## config.mk

```make
export PLATFORM = sky130hd
export DESIGN_NAME = ubw_detector
export DESIGN_NICKNAME = d
export VERILOG_FILES = /design/src/hdl/ubw_pkg.sv /design/src/hdl/ubw_sync.sv /design/src/hdl/ubw_fifo.sv /design/src/hdl/ubw_detector.sv
export SDC_FILE = /design/constraint.sdc
export NUM_CORES = 1
export LEC_CHECK = 0
export BUFFER_PORTS_ARGS = -buffer_cell sky130_fd_sc_hd__buf_2
export CAP_MARGIN = 25
export CORE_MARGIN = 2
export CORE_UTILIZATION = 40
export CTS_CLUSTER_SIZE = 10
export DETAILED_ROUTE_END_ITERATION = 10
export PLACE_DENSITY_LB_ADDON = 0.05
export SLEW_MARGIN = 40
export SYNTH_ARGS = -nofsm -noshare
export SYNTH_HDL_FRONTEND = slang
export SYNTH_SLANG_ARGS = --single-unit
```

## constraint.sdc

```tcl
create_clock -name clk_i -period 4.58 [get_ports clk_i]
set_clock_uncertainty 0.15 [all_clocks]
set_input_delay 0.916 -clock clk_i [delete_from_list [all_inputs] [get_ports clk_i]]
set_output_delay 0.916 -clock clk_i [all_outputs]
set_load 0.05 [all_outputs]
```

## src/hdl/ubw_pkg.sv

```systemverilog
// shared constants and types of the break wake-up receiver
package ubw_pkg;

    // register byte offsets
    localparam logic [7:0]  ADDR_BAUD  = 8'h00;
    localparam logic [7:0]  ADDR_CTRL  = 8'h04;
    localparam logic [7:0]  ADDR_STAT  = 8'h08;
    localparam logic [7:0]  ADDR_DATA  = 8'h0C;
    localparam logic [7:0]  ADDR_DIV   = 8'h10;

    // field positions
    localparam int          BIT_WAKE   = 1;
    localparam int          BIT_IDLE   = 6;
    localparam int          BIT_SYNC   = 0;
    localparam int          BIT_RXEN   = 1;
    localparam int          BIT_INT    = 0;
    localparam int          BIT_OVR    = 1;
    localparam int          BIT_FERR   = 2;

    // values after reset
    localparam logic        WAKE_RST   = 1'b0;
    localparam logic        SYNC_RST   = 1'b0;
    localparam logic        RXEN_RST   = 1'b0;
    localparam logic [15:0] DIV_RST    = 16'h0411;
    localparam logic [31:0] PRDATA_RST = 32'h0000_0000;

    // widths and counts
    localparam int          DATA_W     = 8;
    localparam int          FIFO_DEPTH = 4;
    localparam logic [2:0]  LAST_BIT   = 3'h7;

    typedef enum logic [1:0] {
        ST_IDLE  = 2'b00,
        ST_START = 2'b01,
        ST_DATA  = 2'b10,
        ST_STOP  = 2'b11
    } ubw_state_t;

endpackage

```

## src/hdl/ubw_sync.sv

```systemverilog
// two-flop synchroniser for the receive pin
`timescale 1ns/1ps
module ubw_sync
    import ubw_pkg::*;
(
    input  wire logic clk_i,
    input  wire logic reset_i,
    input  wire logic async_i,
    output logic      sync_o
);
    logic meta;

    // line idles high, so reset to high avoids a false falling edge
    always_ff @(posedge clk_i) begin
        if (reset_i) begin
            meta   <= 1'b1;
            sync_o <= 1'b1;
        end else begin
            meta   <= async_i;
            sync_o <= meta;
        end
    end
endmodule

```

## src/hdl/ubw_fifo.sv

```systemverilog
// small receive fifo with valid/ready on both sides
`timescale 1ns/1ps
module ubw_fifo
    import ubw_pkg::*;
#(
    parameter int WIDTH = DATA_W,
    parameter int DEPTH = FIFO_DEPTH
)(
    input  wire logic             clk_i,
    input  wire logic             reset_i,
    input  wire logic             in_valid_i,
    output logic                  in_ready_o,
    input  wire logic [WIDTH-1:0] in_data_i,
    output logic                  out_valid_o,
    input  wire logic             out_ready_i,
    output logic [WIDTH-1:0]      out_data_o
);
    localparam int AW = $clog2(DEPTH);

    if (DEPTH < 2 || (DEPTH & (DEPTH - 1)) != 0) begin : g_chk
        $error("fifo depth must be a power of two, at least 2");
    end

    logic [WIDTH-1:0] mem [DEPTH];
    logic [AW-1:0]    wr_ptr;
    logic [AW-1:0]    rd_ptr;
    logic [AW:0]      count;
    wire              push = in_valid_i & in_ready_o;
    wire              pop  = out_valid_o & out_ready_i;

    assign in_ready_o  = (count != AW'(0) + (AW+1)'(DEPTH));
    assign out_valid_o = (count != '0);
    assign out_data_o  = mem[rd_ptr];

    always_ff @(posedge clk_i) begin
        if (push) begin
            mem[wr_ptr] <= in_data_i;
        end
    end

    always_ff @(posedge clk_i) begin
        if (reset_i) begin
            wr_ptr <= '0;
            rd_ptr <= '0;
            count  <= '0;
        end else begin
            wr_ptr <= wr_ptr + AW'(push);
            rd_ptr <= rd_ptr + AW'(pop);
            count  <= count + (AW+1)'(push) - (AW+1)'(pop);
        end
    end
endmodule

```

## src/hdl/ubw_detector.sv

```systemverilog
// serial receiver with break wake-up detection and apb registers
`timescale 1ns/1ps
module ubw_detector
    import ubw_pkg::*;
(
    input  wire logic        clk_i,
    input  wire logic        reset_i,
    input  wire logic        psel_i,
    input  wire logic        penable_i,
    input  wire logic        pwrite_i,
    input  wire logic [7:0]  paddr_i,
    input  wire logic [31:0] pwdata_i,
    output logic [31:0]      prdata_o,
    output logic             pready_o,
    output logic             pslverr_o,
    input  wire logic        serial_rx_line_i,
    input  wire logic        sleep_i,
    output logic             rx_int_o
);
    function automatic logic hit(input logic [7:0] a, input logic [7:0] off);
        return a == off;
    endfunction

    // register state
    logic        wake_enable;
    logic        wake_seen;
    logic        wake_flag;
    logic        sync_mode;
    logic        rx_enable;
    logic        overrun;
    logic        frame_err;
    logic [15:0] divisor;

    // receiver state
    ubw_state_t  st;
    ubw_state_t  next_st;
    logic        half;
    logic        next_half;
    logic [2:0]  bit_cnt;
    logic [2:0]  next_bit_cnt;
    logic [7:0]  shreg;
    logic [7:0]  next_shreg;
    logic [15:0] div_cnt;
    logic        rx_prev;
    logic        rx_s;
    logic        push;
    logic        push_ok;
    logic        push_bad;

    // fifo side
    logic        fifo_in_ready;
    logic        fifo_valid;
    logic [7:0]  fifo_data;

    ubw_sync u_sync (
        .clk_i   (clk_i),
        .reset_i (reset_i),
        .async_i (serial_rx_line_i),
        .sync_o  (rx_s)
    );

    // apb decode
    wire acc       = psel_i & penable_i;
    wire setup     = psel_i & ~penable_i;
    wire wr        = acc & pwrite_i;
    wire rd        = acc & ~pwrite_i;
    wire hit_baud  = hit(paddr_i, ADDR_BAUD);
    wire hit_ctrl  = hit(paddr_i, ADDR_CTRL);
    wire hit_stat  = hit(paddr_i, ADDR_STAT);
    wire hit_data  = hit(paddr_i, ADDR_DATA);
    wire hit_div   = hit(paddr_i, ADDR_DIV);
    wire mapped    = hit_baud | hit_ctrl | hit_stat | hit_data | hit_div;
    wire wue_wr    = wr & hit_baud;
    wire ctrl_wr   = wr & hit_ctrl;
    wire stat_wr   = wr & hit_stat;
    wire div_wr    = wr & hit_div;
    wire data_read = rd & hit_data;

    assign pready_o  = 1'b1;
    assign pslverr_o = acc & ~mapped;

    // line edges
    wire fall = rx_prev & ~rx_s;
    wire rise = ~rx_prev & rx_s;

    // wake-up tracking
    wire wake_event = wake_enable & ~wake_seen & fall;
    wire wake_end   = wake_enable & wake_seen & rise;
    wire idle_bit   = (st == ST_IDLE);

    // a software write in the same cycle as the end of break takes priority
    wire next_wake_enable = sync_mode ? 1'b0 :
                            wue_wr    ? pwdata_i[BIT_WAKE] :
                            wake_end  ? 1'b0 :
                                        wake_enable;
    wire next_wake_seen   = wake_enable & next_wake_enable & (wake_seen | fall);
    // set wins over the clear by a read
    wire next_wake_flag   = wake_event | (wake_flag & ~data_read);

    // awake: registered flag; asleep: the event passes without a clock edge
    assign rx_int_o = wake_flag | fifo_valid | (sleep_i & wake_event);

    // bit-rate divider, one pulse per half bit; halted in sleep
    wire baud_run  = rx_enable & ~sleep_i & ~sync_mode & (st != ST_IDLE);
    wire baud_tick = baud_run & (div_cnt == divisor);
    wire start_ok  = rx_enable & ~sync_mode & ~sleep_i & ~wake_enable;

    always_comb begin
        next_st      = st;
        next_half    = half;
        next_bit_cnt = bit_cnt;
        next_shreg   = shreg;
        push_ok      = 1'b0;
        push_bad     = 1'b0;
        case (st)
            ST_IDLE: begin
                if (start_ok && fall) begin
                    next_st   = ST_START;
                    next_half = 1'b0;
                end
            end
            ST_START: begin
                if (baud_tick) begin
                    next_st      = rx_s ? ST_IDLE : ST_DATA;
                    next_half    = 1'b0;
                    next_bit_cnt = 3'h0;
                end
            end
            ST_DATA: begin
                if (baud_tick) begin
                    next_half = ~half;
                    if (half) begin
                        next_shreg   = {rx_s, shreg[7:1]};
                        next_bit_cnt = bit_cnt + 3'h1;
                        if (bit_cnt == LAST_BIT) begin
                            next_st = ST_STOP;
                        end
                    end
                end
            end
            ST_STOP: begin
                if (baud_tick) begin
                    next_half = ~half;
                    if (half) begin
                        next_st  = ST_IDLE;
                        push_ok  = rx_s;
                        push_bad = ~rx_s;
                    end
                end
            end
            default: begin
                next_st = ST_IDLE;
            end
        endcase
        if (wake_enable) begin
            next_st  = ST_IDLE;
            push_ok  = 1'b0;
            push_bad = 1'b0;
        end
    end

    assign push = push_ok;

    ubw_fifo #(
        .WIDTH (DATA_W),
        .DEPTH (FIFO_DEPTH)
    ) u_fifo (
        .clk_i       (clk_i),
        .reset_i     (reset_i),
        .in_valid_i  (push),
        .in_ready_o  (fifo_in_ready),
        .in_data_i   (shreg),
        .out_valid_o (fifo_valid),
        .out_ready_i (data_read),
        .out_data_o  (fifo_data)
    );

    // empty fifo reads zero, which covers the dummy byte after a wake event
    wire [31:0] rd_baud = {25'h0, idle_bit, 4'h0, wake_enable, 1'b0};
    wire [31:0] rd_ctrl = {30'h0, rx_enable, sync_mode};
    wire [31:0] rd_stat = {29'h0, frame_err, overrun, wake_flag | fifo_valid};
    wire [31:0] rd_data = {24'h0, fifo_valid ? fifo_data : 8'h00};
    wire [31:0] rd_div  = {16'h0, divisor};
    wire [31:0] next_prdata = hit_baud ? rd_baud :
                              hit_ctrl ? rd_ctrl :
                              hit_stat ? rd_stat :
                              hit_data ? rd_data :
                              hit_div  ? rd_div  : 32'h0000_0000;

    // flags clear on writing one; a new error in the same cycle wins
    wire next_overrun   = (push & ~fifo_in_ready) | (overrun & ~(stat_wr & pwdata_i[BIT_OVR]));
    wire next_frame_err = push_bad | (frame_err & ~(stat_wr & pwdata_i[BIT_FERR]));

    always_ff @(posedge clk_i) begin
        if (reset_i) begin
            wake_enable <= WAKE_RST;
            wake_seen   <= 1'b0;
            wake_flag   <= 1'b0;
            overrun     <= 1'b0;
            frame_err   <= 1'b0;
            prdata_o    <= PRDATA_RST;
        end else begin
            wake_enable <= next_wake_enable;
            wake_seen   <= next_wake_seen;
            wake_flag   <= next_wake_flag;
            overrun     <= next_overrun;
            frame_err   <= next_frame_err;
            if (setup) begin
                prdata_o <= next_prdata;
            end
        end
    end

    always_ff @(posedge clk_i) begin
        if (reset_i) begin
            sync_mode <= SYNC_RST;
            rx_enable <= RXEN_RST;
            divisor   <= DIV_RST;
        end else begin
            if (ctrl_wr) begin
                sync_mode <= pwdata_i[BIT_SYNC];
                rx_enable <= pwdata_i[BIT_RXEN];
            end
            if (div_wr) begin
                divisor <= pwdata_i[15:0];
            end
        end
    end

    always_ff @(posedge clk_i) begin
        if (reset_i) begin
            st      <= ST_IDLE;
            half    <= 1'b0;
            bit_cnt <= 3'h0;
            shreg   <= 8'h00;
            div_cnt <= 16'h0000;
            rx_prev <= 1'b1;
        end else begin
            st      <= next_st;
            half    <= next_half;
            bit_cnt <= next_bit_cnt;
            shreg   <= next_shreg;
            div_cnt <= (!baud_run || baud_tick) ? 16'h0000 : div_cnt + 16'h0001;
            rx_prev <= rx_s;
        end
    end
endmodule

```

==> metrics.md <==
| Metric | Value |
|---|---|
| CP Launch Type | `primary input` |
| Die X | `116 µm` |
| Root Driver | `clkbuf_16` |
| Vias in the first global route | `3,525` |
| Initial cell density of the core | `41.4%` |
| Die area | `13,500 µm²` |
| Clock share of power | `42.4%` |
| Htree depth | `3` |
| Ratio of cells with drive above 1 in the final layout | `16.5%` |
| Mean Syn Cell Area | `10.2 µm²` |
| Via density | `5.18` |
| Vias | `3,665` |
| Mapped Area | `5040 µm²` |
| Fmax | `290 MHz` |
| Max rail drop VDD | `0.239 mV` |
| Sequential power share | `52.9%` |
| Pre-CTS setup slack | `0.763 ns` |
| Sequential cell area fraction in the yosys report | `50.5%` |
| CTS Buf Count | `9` |
| # rows | `40` |
| CTS tree | `built` |
| CTS max path bufs | `2` |
| First-pass GRT wire length | `18,600 µm` |
| Final Slew Violations | `0` |
| Leading area contributor after synthesis | `dfxtp_1` |
| Sink Count | `111` |
| Cell variety after synth | `59` |
| Hpwl dp | `8230 µm` |
| Total core area | `12,200 µm²` |
| Main synth FF type | `dfxtp_1` |
| Post-layout min period | `3.45 ns` |
| Cells after synthesis | `496` |
| RSZ-0062 raised after global routing | `false` |
| CP max stage cell | `or4_4` |
| Clk_lat worst skew | `0.36 ns` |
| Pwr Density | `337 nW/µm²` |
| CP bufs+invs | `2` |
| Top Family by Delay on Critical Path | `simple AND/OR/NAND/NOR gates` |
| Setup violations, final | `0` |
| DRC Markers | `0` |
| Number of synthesized flops with an enable pin | `32` |
| Async SR Flop Fraction | `0%` |
| Largest stage delay, worst path | `0.55 ns` |
| Sw Share | `25.5%` |
| Setup TNS Final | `0 ns` |
| Chip height | `116 µm` |
| Worst EP arrival | `2.38 ns` |
| Total gr overflow | `0` |
| Final worst-path cycle share | `75.2%` |
| Clock-pin slew on the worst setup and hold paths | `0.08 ns` |
| Drt first-iter violations | `263` |
| Count of buffers from port buffering | `48` |
| Setup Buffers After CTS | `0` |
| Ys Warns | `0` |
| WS Path Type | `primary input to primary output` |
| Worst Hold Class | `register to register` |
| Status | `finished clean` |
| Slew headroom | `44.1%` |
| LEAKAGE | `2.22 nW` |
| Final worst slack | `1.13 ns` |
| WL final | `11,600 µm` |
| Cell repeated most along the worst path | `buf_2` |
| GRT Overall Usage | `18.4%` |
| Comb pwr share | `4.7%` |
| Pint | `0.00142 W` |
| Tightest Pin Transition | `0.837 ns` |
| I/O pin count | `82` |
| Sw Pwr | `0.000484 W` |
| Nets | `589` |
| Data required, critical path | `3.51 ns` |
| Max-cap viol count | `0` |
| Drt first pass iters | `5` |
| Routability cong. | `0.838` |
| Setup crit end kind | `primary output` |
| Worst path cell trace | `buf_2, or4_4, nor2_1, nor3_1, buf_2` |
| Number of antenna violations at the first check in global routing | `0` |
| Max FO, Critical Path | `8` |
| Final hold violations | `0` |
| Resized Gates After CTS | `0` |
| Synth-to-Final Area Change | `12.0%` |
| Yosys reg bits | `111` |
| Share of the synthesized area in the top cell type | `31.4%` |
| Area contributors post-synth | `dfxtp_1 (31%), edfxtp_1 (19%), xor2_1 (4.5%)` |
| Hold_buf cts | `0` |
| DRT antenna net count | `0` |
| Largest net degree at the start of global routing | `36` |
| DR WL/cell | `16.4 µm` |
| Antenna fix cells | `0` |
## cells by family (layout without fill, tap and decap cells)
group | count (synthesis) | count (layout) | synth area share, %
AO/OA/AOI/OAI | 70 | 70 | 8.97
XOR/XNOR | 34 | 34 | 5.91
adder cells (fa/ha/maj) | 8 | 8 | 2.14
buffers and inverters | 54 | 82 | 6.41
flip-flops | 111 | 111 | 50.5
multiplexers | 19 | 19 | 5.76
other | 2 | 17 | 0.149
AND/OR/NAND/NOR | 198 | 198 | 20.2
## state kept, by name (all words and copies together), names as in the netlist, 2 cells and up, named ones only
name and count:
u_fifo.mem 32, div_cnt 16, divisor 16, prdata_o 16
shreg 8, bit_cnt 3, u_fifo.count 3, u_fifo.rd_ptr 2
u_fifo.wr_ptr 2
## metrics by stage
step           cell area, µm²  total power [W]  util [%]  std cells  hold slack (ns)
2_1_floorplan            5090          0.00110         -        511            0.239
3_3_place_gp             5320          0.00112      43.7        691            0.243
5_1_grt                  5640          0.00197      46.4        707            0.296
6_report                 5640          0.00190      46.4        707            0.263
3_5_place_dp             5320          0.00112      43.7        691            0.244
4_1_cts                  5640          0.00193      46.4        707            0.265
## cell usage after synthesis, drive strengths merged, types with 9 or more instances
cell and count:
a21oi 33, a22o 9, buf 27, clkbuf 17
dfxtp 79, edfxtp 32, inv 10, mux2i 11
nand2 59, nand3 36, nor2 35, nor4 12
xor2 26
## worst register-to-register path, stage by stage (launching register included)
cell,delay [ns]
dfxtp_1,0.35
xor2_1,0.17
nor4_1,0.43
and4_1,0.51
nand3_1,0.25
nor2_1,0.64
## power groups by stage
stage	clock, W	sequential [W]	combinational [W]
after detailed placement	0	0.00103	0.0000882
after CTS	0.000832	0.00101	0.0000884
final	0.000807	0.00101	0.0000885
after floorplan	0	0.00103	0.0000736
after global placement	0	0.00103	0.0000880
after global routing	0.000874	0.00101	0.0000944
## path summary, 6_finish.rpt
check              start          endpoint  slack [ns]  cells after the start
min reg2reg  u_sync.meta     u_sync.sync_o        0.26                      1
max reg2reg  divisor[11]  u_fifo.mem[3][0]        1.71                      5
max           paddr_i[4]         pslverr_o        1.13                      5
min          u_sync.meta     u_sync.sync_o        0.26                      1
## routing by layer
| layer | part of all wire [%] | vias up | global-route usage [%] |
|---|---|---|---|
| met5 | 0 | - | 0 |
| met4 | 1.5 | 0 | 5.32 |
| met3 | 4.5 | 12 | 4.77 |
| met2 | 50 | 84 | 31.4 |
| met1 | 44 | 1749 | 23.1 |
| li1 | - | 1820 | - |
## final cells by class
class | instances | area, µm²
clock buffer | 9 | 225
multi-input combinational | 346 | 2230
inverter | 10 | 37.5
fill | 1197 | 6520
clock inverter | 7 | 98.8
timing repair buffer | 56 | 300
tap | 168 | 210
sequential | 111 | 2540
## cells in the final DEF, fill, tap and decap left out, types with 5 or more instances in the layout
| cell type | n |
|---|---|
| a22o_1 | 9 |
| nand4_1 | 8 |
| ha_1 | 7 |
| a21oi_1 | 33 |
| buf_2 | 48 |
| o21ai_0 | 8 |
| nor2b_1 | 8 |
| conb_1 | 17 |
| xnor2_1 | 8 |
| nand3_1 | 36 |
| mux4_2 | 8 |
| inv_1 | 10 |
| clkbuf_16 | 9 |
| buf_4 | 8 |
| nand2_1 | 59 |
| nor2_1 | 35 |
| xor2_1 | 26 |
| clkinv_8 | 5 |
| nor3_1 | 7 |
| mux2i_1 | 11 |
| dfxtp_1 | 79 |
| edfxtp_1 | 32 |
| nor4_1 | 10 |
No activity file was read; power rests on OpenSTA's default activity.
